## config.mk

```make
export PLATFORM = sky130hd
export DESIGN_NAME = prss_sequencer
export DESIGN_NICKNAME = d
export VERILOG_FILES = /design/src/prss_sequencer.v
export VERILOG_INCLUDE_DIRS = /design/src
export SDC_FILE = /design/constraint.sdc
export NUM_CORES = 1
export LEC_CHECK = 0
export BUFFER_PORTS_ARGS = -buffer_cell sky130_fd_sc_hd__buf_2
export CAP_MARGIN = 0
export CELL_PAD_IN_SITES_DETAIL_PLACEMENT = 1
export CELL_PAD_IN_SITES_GLOBAL_PLACEMENT = 2
export CORE_UTILIZATION = 36
export CTS_CLUSTER_DIAMETER = 200
export CTS_CLUSTER_SIZE = 25
export DETAILED_ROUTE_END_ITERATION = 8
export GPL_ROUTABILITY_DRIVEN = 0
export PLACE_DENSITY = 0.85
export SLEW_MARGIN = 10
export SYNTH_ARGS = -nofsm -noshare
export SYNTH_HDL_FRONTEND = slang
export SYNTH_SLANG_ARGS = --single-unit
```

## constraint.sdc

```tcl
create_clock -name hclk -period 4 [get_ports hclk]
set_input_delay 0.2 -clock hclk [delete_from_list [all_inputs] [get_ports hclk]]
set_output_delay 0.2 -clock hclk [all_outputs]
set_load 0.01 [all_outputs]
```

## src/prss_consts.vh

```
`ifndef PRSS_CONSTS_VH
`define PRSS_CONSTS_VH
// Register byte offsets
`define PRSS_CTRL_OFF     8'h00
`define PRSS_CONFIG_OFF   8'h04
`define PRSS_STATE_OFF    8'h08
`define PRSS_PERSIST_OFF  8'h0C
`define PRSS_APPOUT_OFF   8'h10
`define PRSS_FALLBK_OFF   8'h14
`define PRSS_FORCEN_OFF   8'h18
`define PRSS_FORCEV_OFF   8'h1C
`define PRSS_OUTS_OFF     8'h20
// Control command bits (write one to act)
`define PRSS_CMD_DOWNLOAD 0
`define PRSS_CMD_XFER_OK  1
`define PRSS_CMD_INIT     2
`define PRSS_CMD_RUN      3
`define PRSS_CMD_STOP     4
`define PRSS_CMD_SAVE     5
`define PRSS_CMD_RESTORE  6
`define PRSS_CMD_REINIT   7
`define PRSS_CMD_CYC_END  8
`define PRSS_CMD_OUTAGE   9
// Configuration field positions
`define PRSS_CFG_MODE_LO  0
`define PRSS_CFG_MODE_HI  1
`define PRSS_CFG_RSIN_EN  2
`define PRSS_CFG_MAINT_LO 8
`define PRSS_CFG_MAINT_HI 15
`define PRSS_CFG_RESET    32'h0000_0001
// Starting modes
`define PRSS_START_RUN    2'h0
`define PRSS_START_STOP   2'h1
`define PRSS_START_PREV   2'h2
// Operating states
`define PRSS_ST_BOOTING   3'h0
`define PRSS_ST_EMPTY     3'h1
`define PRSS_ST_STOPPED   3'h2
`define PRSS_ST_RUNNING   3'h3
`define PRSS_ST_HALTED    3'h4
`define PRSS_ST_POWERLESS 3'h5
// Persistent memory
`define PRSS_AUTO_WORDS   50
`define PRSS_USER_FIRST   50
`define PRSS_USER_MAX     1000
`define PRSS_LOAD_LIMIT   80
// Flash erase time
`define PRSS_ERASE_MS     40
`define PRSS_CLK_KHZ      50000
`define PRSS_ERASE_CYC    (`PRSS_ERASE_MS * `PRSS_CLK_KHZ)
`endif

```

## src/prss_sequencer.v

```verilog
/*
 Operating-state sequencer of a logic controller: state machine, cold and
 warm start, persistent word save/restore and output selection.
 Assumes an AHB-Lite master, synchronous pins, and a host CPU that runs the
 main cycle and pulses cycle-end through the control register.
*/
// Added by the designer: the placing of the registers and the AHB-Lite interface to the registers.
// Functional notes
// - Download erases application, cold start, STOPPED
// - Pending card transfer loads at reboot
// - Initialize: EMPTY, cold start, then STOPPED
// - Switch or enabled input rise requests RUNNING
// - Switch or input low forces STOPPED; code leaves HALTED only on the stop or initialize command
// - Start-up state follows configured starting mode; code always sees the stop mode at boot, as reset loads cfg_r with it
// - Watchdog or load over 80% halts
// - Four causes trigger a cold start
// - Cold start resets blocks, memory, system words
// - Warm start resumes last state unchanged; code warm-starts into STOPPED, as reset loads cfg_r with the stop mode
// - Words 0-49 saved on outage, restored
// - Auto words reset on download, init, reinit
// - User save/restore words 50 to 1049
// - Save request erases flash about 40 ms
// - Staged flash write, then save-done bit
// - Restore completes at end of main cycle
// - Boot, empty, powerless: outputs zero, relays open
// - Stopped, halted: fallback; maintained pulse outputs zero
// - Running: application drives outputs
// - Forcing overrides, tool connected, not pulse outputs
// - Forcing cleared only by cold start, download
// - State word reports operating state
// - Alarm output high only while running
`timescale 1ns/10ps
`include "prss_consts.vh"
module prss_sequencer #(
   parameter NOUT = 8,
   parameter MEMW = 1050,
   parameter ERASE_CYC = `PRSS_ERASE_CYC
) (
   // AHB-Lite slave
   input wire hclk,
   input wire hresetn,
   input wire hsel,
   input wire [31:0] haddr,
   input wire [1:0] htrans,
   input wire hwrite,
   input wire [2:0] hsize,
   input wire [31:0] hwdata,
   input wire hready,
   output wire hreadyout,
   output wire hresp,
   output reg [31:0] hrdata,
   // Run/stop and supervision
   input wire run_switch,
   input wire run_input,
   input wire watchdog_expired,
   input wire [6:0] load_percent,
   input wire battery_ok,
   input wire online_mod_valid,
   input wire usb_only_power,
   input wire card_xfer_pending,
   input wire card_xfer_ok,
   input wire tool_connected,
   // Field outputs and status
   output reg [NOUT-1:0] field_out,
   output reg alarm_out,
   output reg cold_start_pulse,
   output reg [2:0] operating_state_word,
   output wire save_done_bit,
   output wire busy
);
   localparam ES_IDLE = 2'h0;
   localparam ES_ERASE = 2'h1;
   localparam ES_WRITE = 2'h2;
   localparam ES_WAIT = 2'h3;

   reg [31:0] memory_word [0:MEMW-1];
   reg [31:0] flash_word [0:MEMW-1];
   reg [2:0] state_r, state_nxt;
   reg [2:0] last_state_r;
   reg [31:0] cfg_r;
   reg [15:0] persist_word_count_r;
   reg [NOUT-1:0] app_out_r, fallback_r, force_en_r, force_val_r;
   reg [7:0] pulse_mask_r;
   reg sw_q_r, in_q_r;
   reg booted_r;
   reg [1:0] es_r;
   reg [31:0] erase_cnt_r;
   reg [10:0] wr_idx_r;
   reg save_request_bit, save_done_r, restore_request_bit;
   reg [7:0] wr_addr_r;
   reg wr_pend_r, rd_pend_r;
   reg [9:0] cmd;
   reg cold, reinit_system_bit, init_go;
   // Initialize takes two steps so the state word shows EMPTY before the cold start
   reg init_pend_r;
   integer i;

   function in_rng;
      input [31:0] idx;
      input [15:0] cnt;
      begin
         in_rng = (idx >= `PRSS_USER_FIRST) && (idx < `PRSS_USER_FIRST + cnt);
      end
   endfunction

   assign hreadyout = 1'b1;
   assign hresp = 1'b0;
   assign save_done_bit = save_done_r;
   assign busy = (es_r != ES_IDLE);

   // Address phase capture; data phase in the next cycle
   always @(posedge hclk or negedge hresetn) begin
      if (!hresetn) begin
         wr_pend_r <= 1'b0;
         rd_pend_r <= 1'b0;
         wr_addr_r <= 8'h00;
      end else if (hready) begin
         wr_pend_r <= hsel && htrans[1] && hwrite;
         rd_pend_r <= hsel && htrans[1] && !hwrite;
         wr_addr_r <= haddr[7:0];
      end
   end

   wire wr_ctrl = wr_pend_r && (wr_addr_r == `PRSS_CTRL_OFF);
   wire rise_run = (run_switch && !sw_q_r) ||
                   (cfg_r[`PRSS_CFG_RSIN_EN] && run_input && !in_q_r);
   wire low_stop = !run_switch || (cfg_r[`PRSS_CFG_RSIN_EN] && !run_input);
   wire fault = watchdog_expired || (load_percent > `PRSS_LOAD_LIMIT);
   wire [1:0] smode = cfg_r[`PRSS_CFG_MODE_HI:`PRSS_CFG_MODE_LO];

   always @* begin
      cmd = wr_ctrl ? hwdata[9:0] : 10'h000;
      cold = 1'b0;
      init_go = 1'b0;
      reinit_system_bit = cmd[`PRSS_CMD_REINIT];
      state_nxt = state_r;
      case (state_r)
         `PRSS_ST_BOOTING: begin
            if (usb_only_power) begin
               // Bus power alone: no transitions until main power reboots us
               state_nxt = `PRSS_ST_POWERLESS;
            end else if (card_xfer_pending) begin
               if (card_xfer_ok) begin
                  state_nxt = `PRSS_ST_STOPPED;
                  cold = 1'b1;
               end else begin
                  state_nxt = `PRSS_ST_EMPTY;
               end
            end else begin
               cold = !online_mod_valid || !battery_ok;
               // Warm start keeps everything, only the state is chosen
               case (smode)
                  `PRSS_START_RUN: state_nxt = `PRSS_ST_RUNNING;
                  `PRSS_START_STOP: state_nxt = `PRSS_ST_STOPPED;
                  default: state_nxt = last_state_r;
               endcase
               if (low_stop && state_nxt == `PRSS_ST_RUNNING) begin
                  state_nxt = `PRSS_ST_STOPPED;
               end
            end
         end
         `PRSS_ST_POWERLESS: state_nxt = `PRSS_ST_POWERLESS;
         `PRSS_ST_EMPTY: begin
            if (cmd[`PRSS_CMD_XFER_OK]) begin
               state_nxt = `PRSS_ST_STOPPED;
               cold = 1'b1;
            end else if (init_pend_r) begin
               // Second half of initialize: cold start out of EMPTY
               state_nxt = `PRSS_ST_STOPPED;
               cold = 1'b1;
            end
         end
         default: begin
            if (state_r == `PRSS_ST_RUNNING && fault) begin
               state_nxt = `PRSS_ST_HALTED;
            end else if (state_r == `PRSS_ST_HALTED) begin
               if (cmd[`PRSS_CMD_STOP]) begin
                  state_nxt = `PRSS_ST_STOPPED;
               end
            end else if (low_stop || cmd[`PRSS_CMD_STOP]) begin
               state_nxt = `PRSS_ST_STOPPED;
            end else if (rise_run || cmd[`PRSS_CMD_RUN]) begin
               state_nxt = `PRSS_ST_RUNNING;
            end
         end
      endcase
      // Download enters EMPTY only from STOPPED; tool must stop first
      if (cmd[`PRSS_CMD_DOWNLOAD] && state_r == `PRSS_ST_STOPPED) begin
         state_nxt = `PRSS_ST_EMPTY;
      end
      // Initialize first drops to EMPTY; the cold start follows on the next cycle
      if (cmd[`PRSS_CMD_INIT] && state_r != `PRSS_ST_BOOTING && state_r != `PRSS_ST_POWERLESS) begin
         state_nxt = `PRSS_ST_EMPTY;
         init_go = 1'b1;
      end
      // Flash erase occupies the controller; no transitions meanwhile
      if (es_r == ES_ERASE && state_r != `PRSS_ST_BOOTING) begin
         state_nxt = state_r;
         cold = 1'b0;
         init_go = 1'b0;
      end
   end

   wire auto_clr = cmd[`PRSS_CMD_DOWNLOAD] || cmd[`PRSS_CMD_INIT] || reinit_system_bit;

   always @(posedge hclk or negedge hresetn) begin
      if (!hresetn) begin
         state_r <= `PRSS_ST_BOOTING;
         last_state_r <= `PRSS_ST_STOPPED;
         cfg_r <= `PRSS_CFG_RESET;
         persist_word_count_r <= 16'h0000;
         app_out_r <= {NOUT{1'b0}};
         fallback_r <= {NOUT{1'b0}};
         force_en_r <= {NOUT{1'b0}};
         force_val_r <= {NOUT{1'b0}};
         pulse_mask_r <= 8'h00;
         sw_q_r <= 1'b0;
         in_q_r <= 1'b0;
         booted_r <= 1'b0;
         init_pend_r <= 1'b0;
         cold_start_pulse <= 1'b0;
         es_r <= ES_IDLE;
         erase_cnt_r <= 32'h0000_0000;
         wr_idx_r <= 11'h000;
         save_request_bit <= 1'b0;
         save_done_r <= 1'b0;
         restore_request_bit <= 1'b0;
      end else begin
         state_r <= state_nxt;
         // Kept while an erase freezes EMPTY, so the cold start still follows
         init_pend_r <= init_go || (init_pend_r && state_nxt == `PRSS_ST_EMPTY);
         // Boot consumes the first edge, so the reset value cannot fake a rise
         sw_q_r <= run_switch;
         in_q_r <= run_input;
         booted_r <= 1'b1;
         cold_start_pulse <= cold;
         if (state_nxt != `PRSS_ST_BOOTING && state_nxt != `PRSS_ST_POWERLESS) begin
            last_state_r <= state_nxt;
         end
         if (!booted_r) begin
            // Words 0-49 come back from flash every boot
            for (i = 0; i < `PRSS_AUTO_WORDS; i = i + 1) begin
               memory_word[i] <= flash_word[i];
            end
         end
         if (cmd[`PRSS_CMD_OUTAGE]) begin
            for (i = 0; i < `PRSS_AUTO_WORDS; i = i + 1) begin
               flash_word[i] <= memory_word[i];
            end
         end
         if (cold) begin
            // Memory above the auto words cleared; app_out reset
            for (i = `PRSS_AUTO_WORDS; i < MEMW; i = i + 1) begin
               memory_word[i] <= 32'h0000_0000;
            end
            app_out_r <= {NOUT{1'b0}};
            force_en_r <= {NOUT{1'b0}};
         end
         if (auto_clr) begin
            for (i = 0; i < `PRSS_AUTO_WORDS; i = i + 1) begin
               memory_word[i] <= 32'h0000_0000;
               flash_word[i] <= 32'h0000_0000;
            end
         end
         if (cmd[`PRSS_CMD_DOWNLOAD]) begin
            force_en_r <= {NOUT{1'b0}};
         end
         if (wr_pend_r) begin
            case (wr_addr_r)
               `PRSS_CONFIG_OFF: cfg_r <= hwdata;
               `PRSS_PERSIST_OFF: persist_word_count_r <= (hwdata[15:0] > `PRSS_USER_MAX) ?
                                  16'd`PRSS_USER_MAX : hwdata[15:0];
               `PRSS_APPOUT_OFF: app_out_r <= hwdata[NOUT-1:0];
               `PRSS_FALLBK_OFF: fallback_r <= hwdata[NOUT-1:0];
               `PRSS_FORCEN_OFF: if (tool_connected) force_en_r <= hwdata[NOUT-1:0];
               `PRSS_FORCEV_OFF: if (tool_connected) force_val_r <= hwdata[NOUT-1:0];
               default: ;
            endcase
         end
         pulse_mask_r <= cfg_r[`PRSS_CFG_MAINT_HI:`PRSS_CFG_MAINT_LO];
         if (cmd[`PRSS_CMD_SAVE]) begin
            save_request_bit <= 1'b1;
            save_done_r <= 1'b0;
         end
         if (cmd[`PRSS_CMD_RESTORE]) begin
            restore_request_bit <= 1'b1;
         end
         if (restore_request_bit && cmd[`PRSS_CMD_CYC_END] && es_r == ES_IDLE) begin
            for (i = 0; i < MEMW; i = i + 1) begin
               if (in_rng(i, persist_word_count_r)) memory_word[i] <= flash_word[i];
            end
            restore_request_bit <= cmd[`PRSS_CMD_RESTORE];
         end
         case (es_r)
            ES_IDLE: begin
               if (save_request_bit && cmd[`PRSS_CMD_CYC_END]) begin
                  es_r <= ES_ERASE;
                  erase_cnt_r <= ERASE_CYC - 1;
                  save_request_bit <= cmd[`PRSS_CMD_SAVE];
               end
            end
            ES_ERASE: begin
               if (erase_cnt_r == 32'h0000_0000) begin
                  es_r <= ES_WAIT;
                  wr_idx_r <= 11'd`PRSS_USER_FIRST;
                  for (i = `PRSS_USER_FIRST; i < MEMW; i = i + 1) begin
                     flash_word[i] <= 32'hFFFF_FFFF;
                  end
               end else begin
                  erase_cnt_r <= erase_cnt_r - 32'h0000_0001;
               end
            end
            ES_WAIT: begin
               // One word written per main-cycle gap
               if (cmd[`PRSS_CMD_CYC_END]) es_r <= ES_WRITE;
            end
            default: begin
               if (in_rng({21'h0, wr_idx_r}, persist_word_count_r)) begin
                  flash_word[wr_idx_r] <= memory_word[wr_idx_r];
                  wr_idx_r <= wr_idx_r + 11'h001;
                  es_r <= ES_WAIT;
               end else begin
                  es_r <= ES_IDLE;
                  save_done_r <= 1'b1;
               end
            end
         endcase
      end
   end

   // Output selection per state
   always @(posedge hclk or negedge hresetn) begin
      if (!hresetn) begin
         field_out <= {NOUT{1'b0}};
         alarm_out <= 1'b0;
         operating_state_word <= `PRSS_ST_BOOTING;
      end else begin
         operating_state_word <= state_r;
         alarm_out <= (state_r == `PRSS_ST_RUNNING);
         for (i = 0; i < NOUT; i = i + 1) begin
            case (state_r)
               `PRSS_ST_RUNNING: field_out[i] <= app_out_r[i];
               `PRSS_ST_STOPPED, `PRSS_ST_HALTED:
                  field_out[i] <= (i < 8 && pulse_mask_r[i % 8]) ? 1'b0 : fallback_r[i];
               default: field_out[i] <= 1'b0;
            endcase
            // Pulse/counter channels cannot be forced
            if (force_en_r[i] && !(i < 8 && pulse_mask_r[i % 8]) &&
                state_r != `PRSS_ST_BOOTING && state_r != `PRSS_ST_EMPTY && state_r != `PRSS_ST_POWERLESS) begin
               field_out[i] <= force_val_r[i];
            end
         end
      end
   end

   // Read data for the data phase
   always @* begin
      hrdata = 32'h0000_0000;
      if (rd_pend_r) begin
         case (wr_addr_r)
            `PRSS_CONFIG_OFF: hrdata = cfg_r;
            `PRSS_STATE_OFF: hrdata = {26'h0, busy, save_done_r, 1'b0, state_r};
            `PRSS_PERSIST_OFF: hrdata = {16'h0, persist_word_count_r};
            `PRSS_APPOUT_OFF: hrdata = {{(32-NOUT){1'b0}}, app_out_r};
            `PRSS_FALLBK_OFF: hrdata = {{(32-NOUT){1'b0}}, fallback_r};
            `PRSS_FORCEN_OFF: hrdata = {{(32-NOUT){1'b0}}, force_en_r};
            `PRSS_FORCEV_OFF: hrdata = {{(32-NOUT){1'b0}}, force_val_r};
            `PRSS_OUTS_OFF: hrdata = {{(32-NOUT){1'b0}}, field_out};
            default: hrdata = 32'h0000_0000;
         endcase
      end
   end
endmodule

```

Word level (Yosys, flattened, before mapping) --
Cells that the tools add are included.
Storage, ports and cells: input port bits 90, register bits after elaboration 167
Operators by class: mux-type cells 81, equal/unequal tests 25, reduce and logical (&&, ||, !) cells 92, magnitude comparators 4, bitwise gates (word level) 1, add/sub/neg operators 3
Operator list (number):
- $pmux 32 s8 | 1
- $mux 32 | 3
- $mux 8 | 8
- $pmux 32 s2 | 1
- $logic_and 1x1->1 | 50
- $mux 3 | 16
- $eq 8x5->1 const B | 4
- $logic_not 32->1 | 1
- $sub 32x1->32 const B | 1
- $mux 1 | 30
- $mux 11 | 2
- $pmux 11 s2 | 1
- $pmux 1 s2 | 9
- $add 6x16->17 const A | 1
- $lt 11x17->1 | 1
- $eq 8x4->1 const B | 2
- $gt 16x10->1 const B | 1
- $mux 16 | 1
- $logic_not 1->1 | 15
- $reduce_and 3->1 | 4
- $add 11x1->11 const B | 1
- $ge 11x6->1 const B | 1
- $mux 2 | 5
- $eq 3x2->1 const B | 3
- 25 further kinds | 44

Depth between registers and ports, before layout --
word-level depth 17, depth in mapped cells 12, mapped depth without buffers 11

Worst setup path after synthesis --
Ideal clock, no wire load.
path kind register -> register, start point reg persist_word_count_r[1], end point reg wr_idx_r[3], setup time 0.079 ns, setup slack 1.143 ns, cell stages (with the launch flop) 12, required time 3.921 ns, data arrival time 2.778 ns, clock period less this slack 2.857 ns, cell sequence dfrtp_1 > ha_1 > a21oi_1 > xnor2_1 > ha_1 > a21o_1 > a21o_1 > a21o_1 > a221oi_1 > o32ai_1 > nor3_1 > mux2i_1
Between the ends: longest elaborated chain between the ends 5
Ends and longest elaborated chain:
- start: declaration | RTL line prss_sequencer.v:81 | reg [15:0] persist_word_count_r;
- start signal: assignment | RTL line prss_sequencer.v:271 | `PRSS_PERSIST_OFF: persist_word_count_r <= (hwdata[15:0] > `PRSS_USER_MAX) ?
- $add 6x16->17 (no source line)
- $lt 11x17->1 | RTL line prss_sequencer.v:102 | in_rng = (idx >= `PRSS_USER_FIRST) && (idx < `PRSS_USER_FIRST + cnt);
- $logic_and 1x1->1 | RTL line prss_sequencer.v:102
- $reduce_bool 2->1 (no source line)
- $reduce_and 3->1 (no source line)
- end signal: assignment | RTL line prss_sequencer.v:305 | wr_idx_r <= 11'd`PRSS_USER_FIRST;
- end signal: assignment | RTL line prss_sequencer.v:320 | wr_idx_r <= wr_idx_r + 11'h001;
- end: declaration | RTL line prss_sequencer.v:88 | reg [10:0] wr_idx_r;
Every way passes these cells. A chain may end at the register's enable or synchronous reset.

Final worst setup path --
start point reg wr_addr_r[5], end point out hrdata[2]
Between the ends: longest elaborated chain between the ends 3
Ends and longest elaborated chain:
- start: declaration | RTL line prss_sequencer.v:90 | reg [7:0] wr_addr_r;
- start signal: assignment | RTL line prss_sequencer.v:120 | wr_addr_r <= haddr[7:0];
- $eq 8x6->1, or another cell as far along | RTL line prss_sequencer.v:360 | case (wr_addr_r)
- $pmux 32 s8 * | RTL line prss_sequencer.v:360
- $mux 32 * | RTL line prss_sequencer.v:359 | if (rd_pend_r) begin
- end: declaration | RTL line prss_sequencer.v:51 | output reg [31:0] hrdata,
Every way passes the cells marked *; elsewhere a longest branch is shown, timed or not.

==> out/qor.txt <==
# setup viols final: 0
CP Data Required Time: 3.80 ns
DRT antenna net count: 0
I/O pins: 139
H-tree levels: 4
Total power draw: 5.29 mW
Async set-reset flop share out of synthesis: 100%
Die Y: 156 um
Slew Limit Fails: 0
Final hold violation count: 0
Final Skew: 0.0157 ns
DR iter-0 viols: 360
Crit end category: output port
First-pass GRT wire length: 41200 um
Setup TNS: 0 ns
Drt pass-1 iters: 5
DR vias/cell: 5.52
Register area: 4180 um^2
Post-Syn Area: 8570 um^2
IO Port Bufs: 108
Ys Warns: 0
WP data arrival: 3.07 ns
Multi-input gate area: 4120 um^2
Slew @ Worst Pin: 0.924 ns
Syn_nets: 951
Met1 wire length: 11000 um
Rel. slew slack: 38.4%
Worst-path maximum fanout: 17
Crit Path Class: flip-flop to output port
Initial antenna violation count: 0
Drt wl/cell: 19.4 um
Top FF cell, synth: dfrtp_1
Number of global-route vias before repair: 7530
Core box area: 23400 um^2
Final Util: 44.6%
Total CTS buffers: 17
Die footprint: 24400 um^2
Post-synthesis cell count: 842
WL met2: 12900 um
CP startpoint kind: flip-flop
Top-count cell post-synth: dfrtp_1
Std cell rows: 56
RSZ-0062 raised after global routing: false
Synth Register Bits: 167
Status: finished, final reports clean
FMAX: 306 MHz
Synth top area share: 48.2%
Fillers: 2717
Final nets: 1086
EDFF count, synth: 0
Clk slew on worst S/H paths: 0.08 ns
LEAKAGE: 4.82 nW
Final period util: 81.8%
Area leader, netlist: dfrtp_1
Top routing layer in use: met4
Share of post-route cells with drive strength above 1: 22.7%
Largest net degree at the start of global routing: 98
Tot GR Track Use: 21.9%
Synth top cells by count: 165 x dfrtp_1, 85 x nand2_1, 73 x nor2_1, 53 x mux2_2, 32 x inv_1
Max cap viols: 0
CTS tree: built
Hold crit path type: input pin to flip-flop
WL final: 25400 um
DR DRC count: 0
Die X: 156 um
Overflow after GRT: 0
Pwr Density: 507 nW/um^2
Wire length on met3: 963 um
CTS sink cnt: 167
Worst skew pair latency: 0.44 ns
Post-synthesis sequential area ratio: 48.8%
Root Driver: clkbuf_16
Layout area overhead: 21.7%
Final Cell Area: 10400 um^2
HPWL Detailed: 17400 um
Setup bufs post-CTS: 0
Ranking of synthesized cells by area: dfrtp_1 48%, mux2_2 7.0%, nand2_1 3.7%
Final worst path period need: 3.27 ns
Post-synth cell types: 64
Antenna cells: 0
Post-Syn Area per Cell: 10.2 um^2
Via count: 7227
Placed cell areas: 9490 um^2
VDD IR max: 0.220 mV
Clock Tree Buf Depth: 2
Starting Density: 36.6%
[final cells by class]
class	instances	share of cell area (%)
flip-flops and latches	167	40.1
well taps	319	3.83
repair buffers	155	9.37
clock inverters	15	2.00
multi-input cells	604	39.5
inverters	32	1.15
clock buffers	17	4.08
[registers in the layout, summed over array words and instances, names as in the netlist, 8 cells and up]
name / cells
app_out_r: 8
cfg_r: 32
erase_cnt_r: 32
fallback_r: 8
field_out: 8
force_en_r: 8
force_val_r: 8
persist_word_count_r: 16
pulse_mask_r: 8
wr_addr_r: 8
wr_idx_r: 11
[path summary, 6_finish.rpt]
kind,end,slack [ns],from,depth (start not counted)
setup / recovery,hrdata[2],0.73,wr_addr_r[5],5
max in group asynchronous,last_state_r[1],2.58,hresetn,3
hold / removal,cfg_r[13],0.01,hwdata[13],2
setup reg to reg,wr_idx_r[7],0.82,persist_word_count_r[1],12
min in group asynchronous,erase_cnt_r[8],0.43,hresetn,2
hold reg to reg,pulse_mask_r[3],0.42,cfg_r[11],0
[critical path, stage by stage, from the launching register on]
cell and delay (ns):
dfrtp_1 0.44, or4_4 0.61, nor2_2 0.70, a222oi_1 0.29, a31oi_1 0.36, buf_2 0.20
[power breakdown]
group / leakage [nW] / internal, mW / switching [mW]
logic: 2.42 / 0.544 / 0.767
registers: 2.10 / 1.94 / 0.307
clock network: 0.304 / 0.870 / 0.863
[timing repair]
| item | CTS | global route |
|---|---|---|
| hold buffers | 31 | 0 |
| endpoints found under the hold margin | 124 | 0 |
| resized for setup | 0 | 0 |
[cell usage in the layout, fill, tap and decap left out, types with 7 or more instances in the layout]
master and n:
xor2_1 17, mux2_2 53, a22o_1 14, nor4_1 15
dfrtp_1 165, and3_1 20, a32oi_1 9, and2_1 10
clkbuf_16 17, dlygate4sd3_1 31, inv_1 32, nand3_1 29
o21ai_0 25, ha_1 19, xnor2_1 24, o21a_1 11
nand4_1 10, a22oi_1 19, a31oi_1 11, a21oi_1 16
a221oi_1 7, buf_4 16, or4_1 8, nor3_1 25
nand2b_1 8, nand2_1 85, or3_1 12, mux2i_1 14
a21o_1 8, nor2_1 72, buf_2 107
[logic make-up after synthesis]
family | count (synthesis) | synth area share [%]
adders and majority gates | 19 | 2.77
DFF | 167 | 48.8
xor gates and xnor gates | 41 | 4.19
AOI/OAI and AO/OA | 153 | 13.1
and+or+nand+nor | 322 | 19.2
muxes | 67 | 8.60
buffers and inverters | 71 | 3.25
other | 2 | 0.0876
[routing by layer]
layer,up-vias,global-route usage [%]
li1,3328,-
met1,3700,28.4
met2,164,37.2
met3,35,3.21
met4,0,7.24
met5,-,0
[metrics by stage]
stage / setup WS (ns) / instances / hold slack, ns
floorplan: 1.14 / 842 / -0.0956
global placement: 0.909 / 1246 / 0.341
detailed placement: 0.839 / 1246 / 0.343
CTS: 0.731 / 1309 / 0.000259
global route: 0.510 / 1309 / 0.0113
finish: 0.729 / 1309 / 0.0125
No activity file was read; power rests on OpenSTA's default activity.
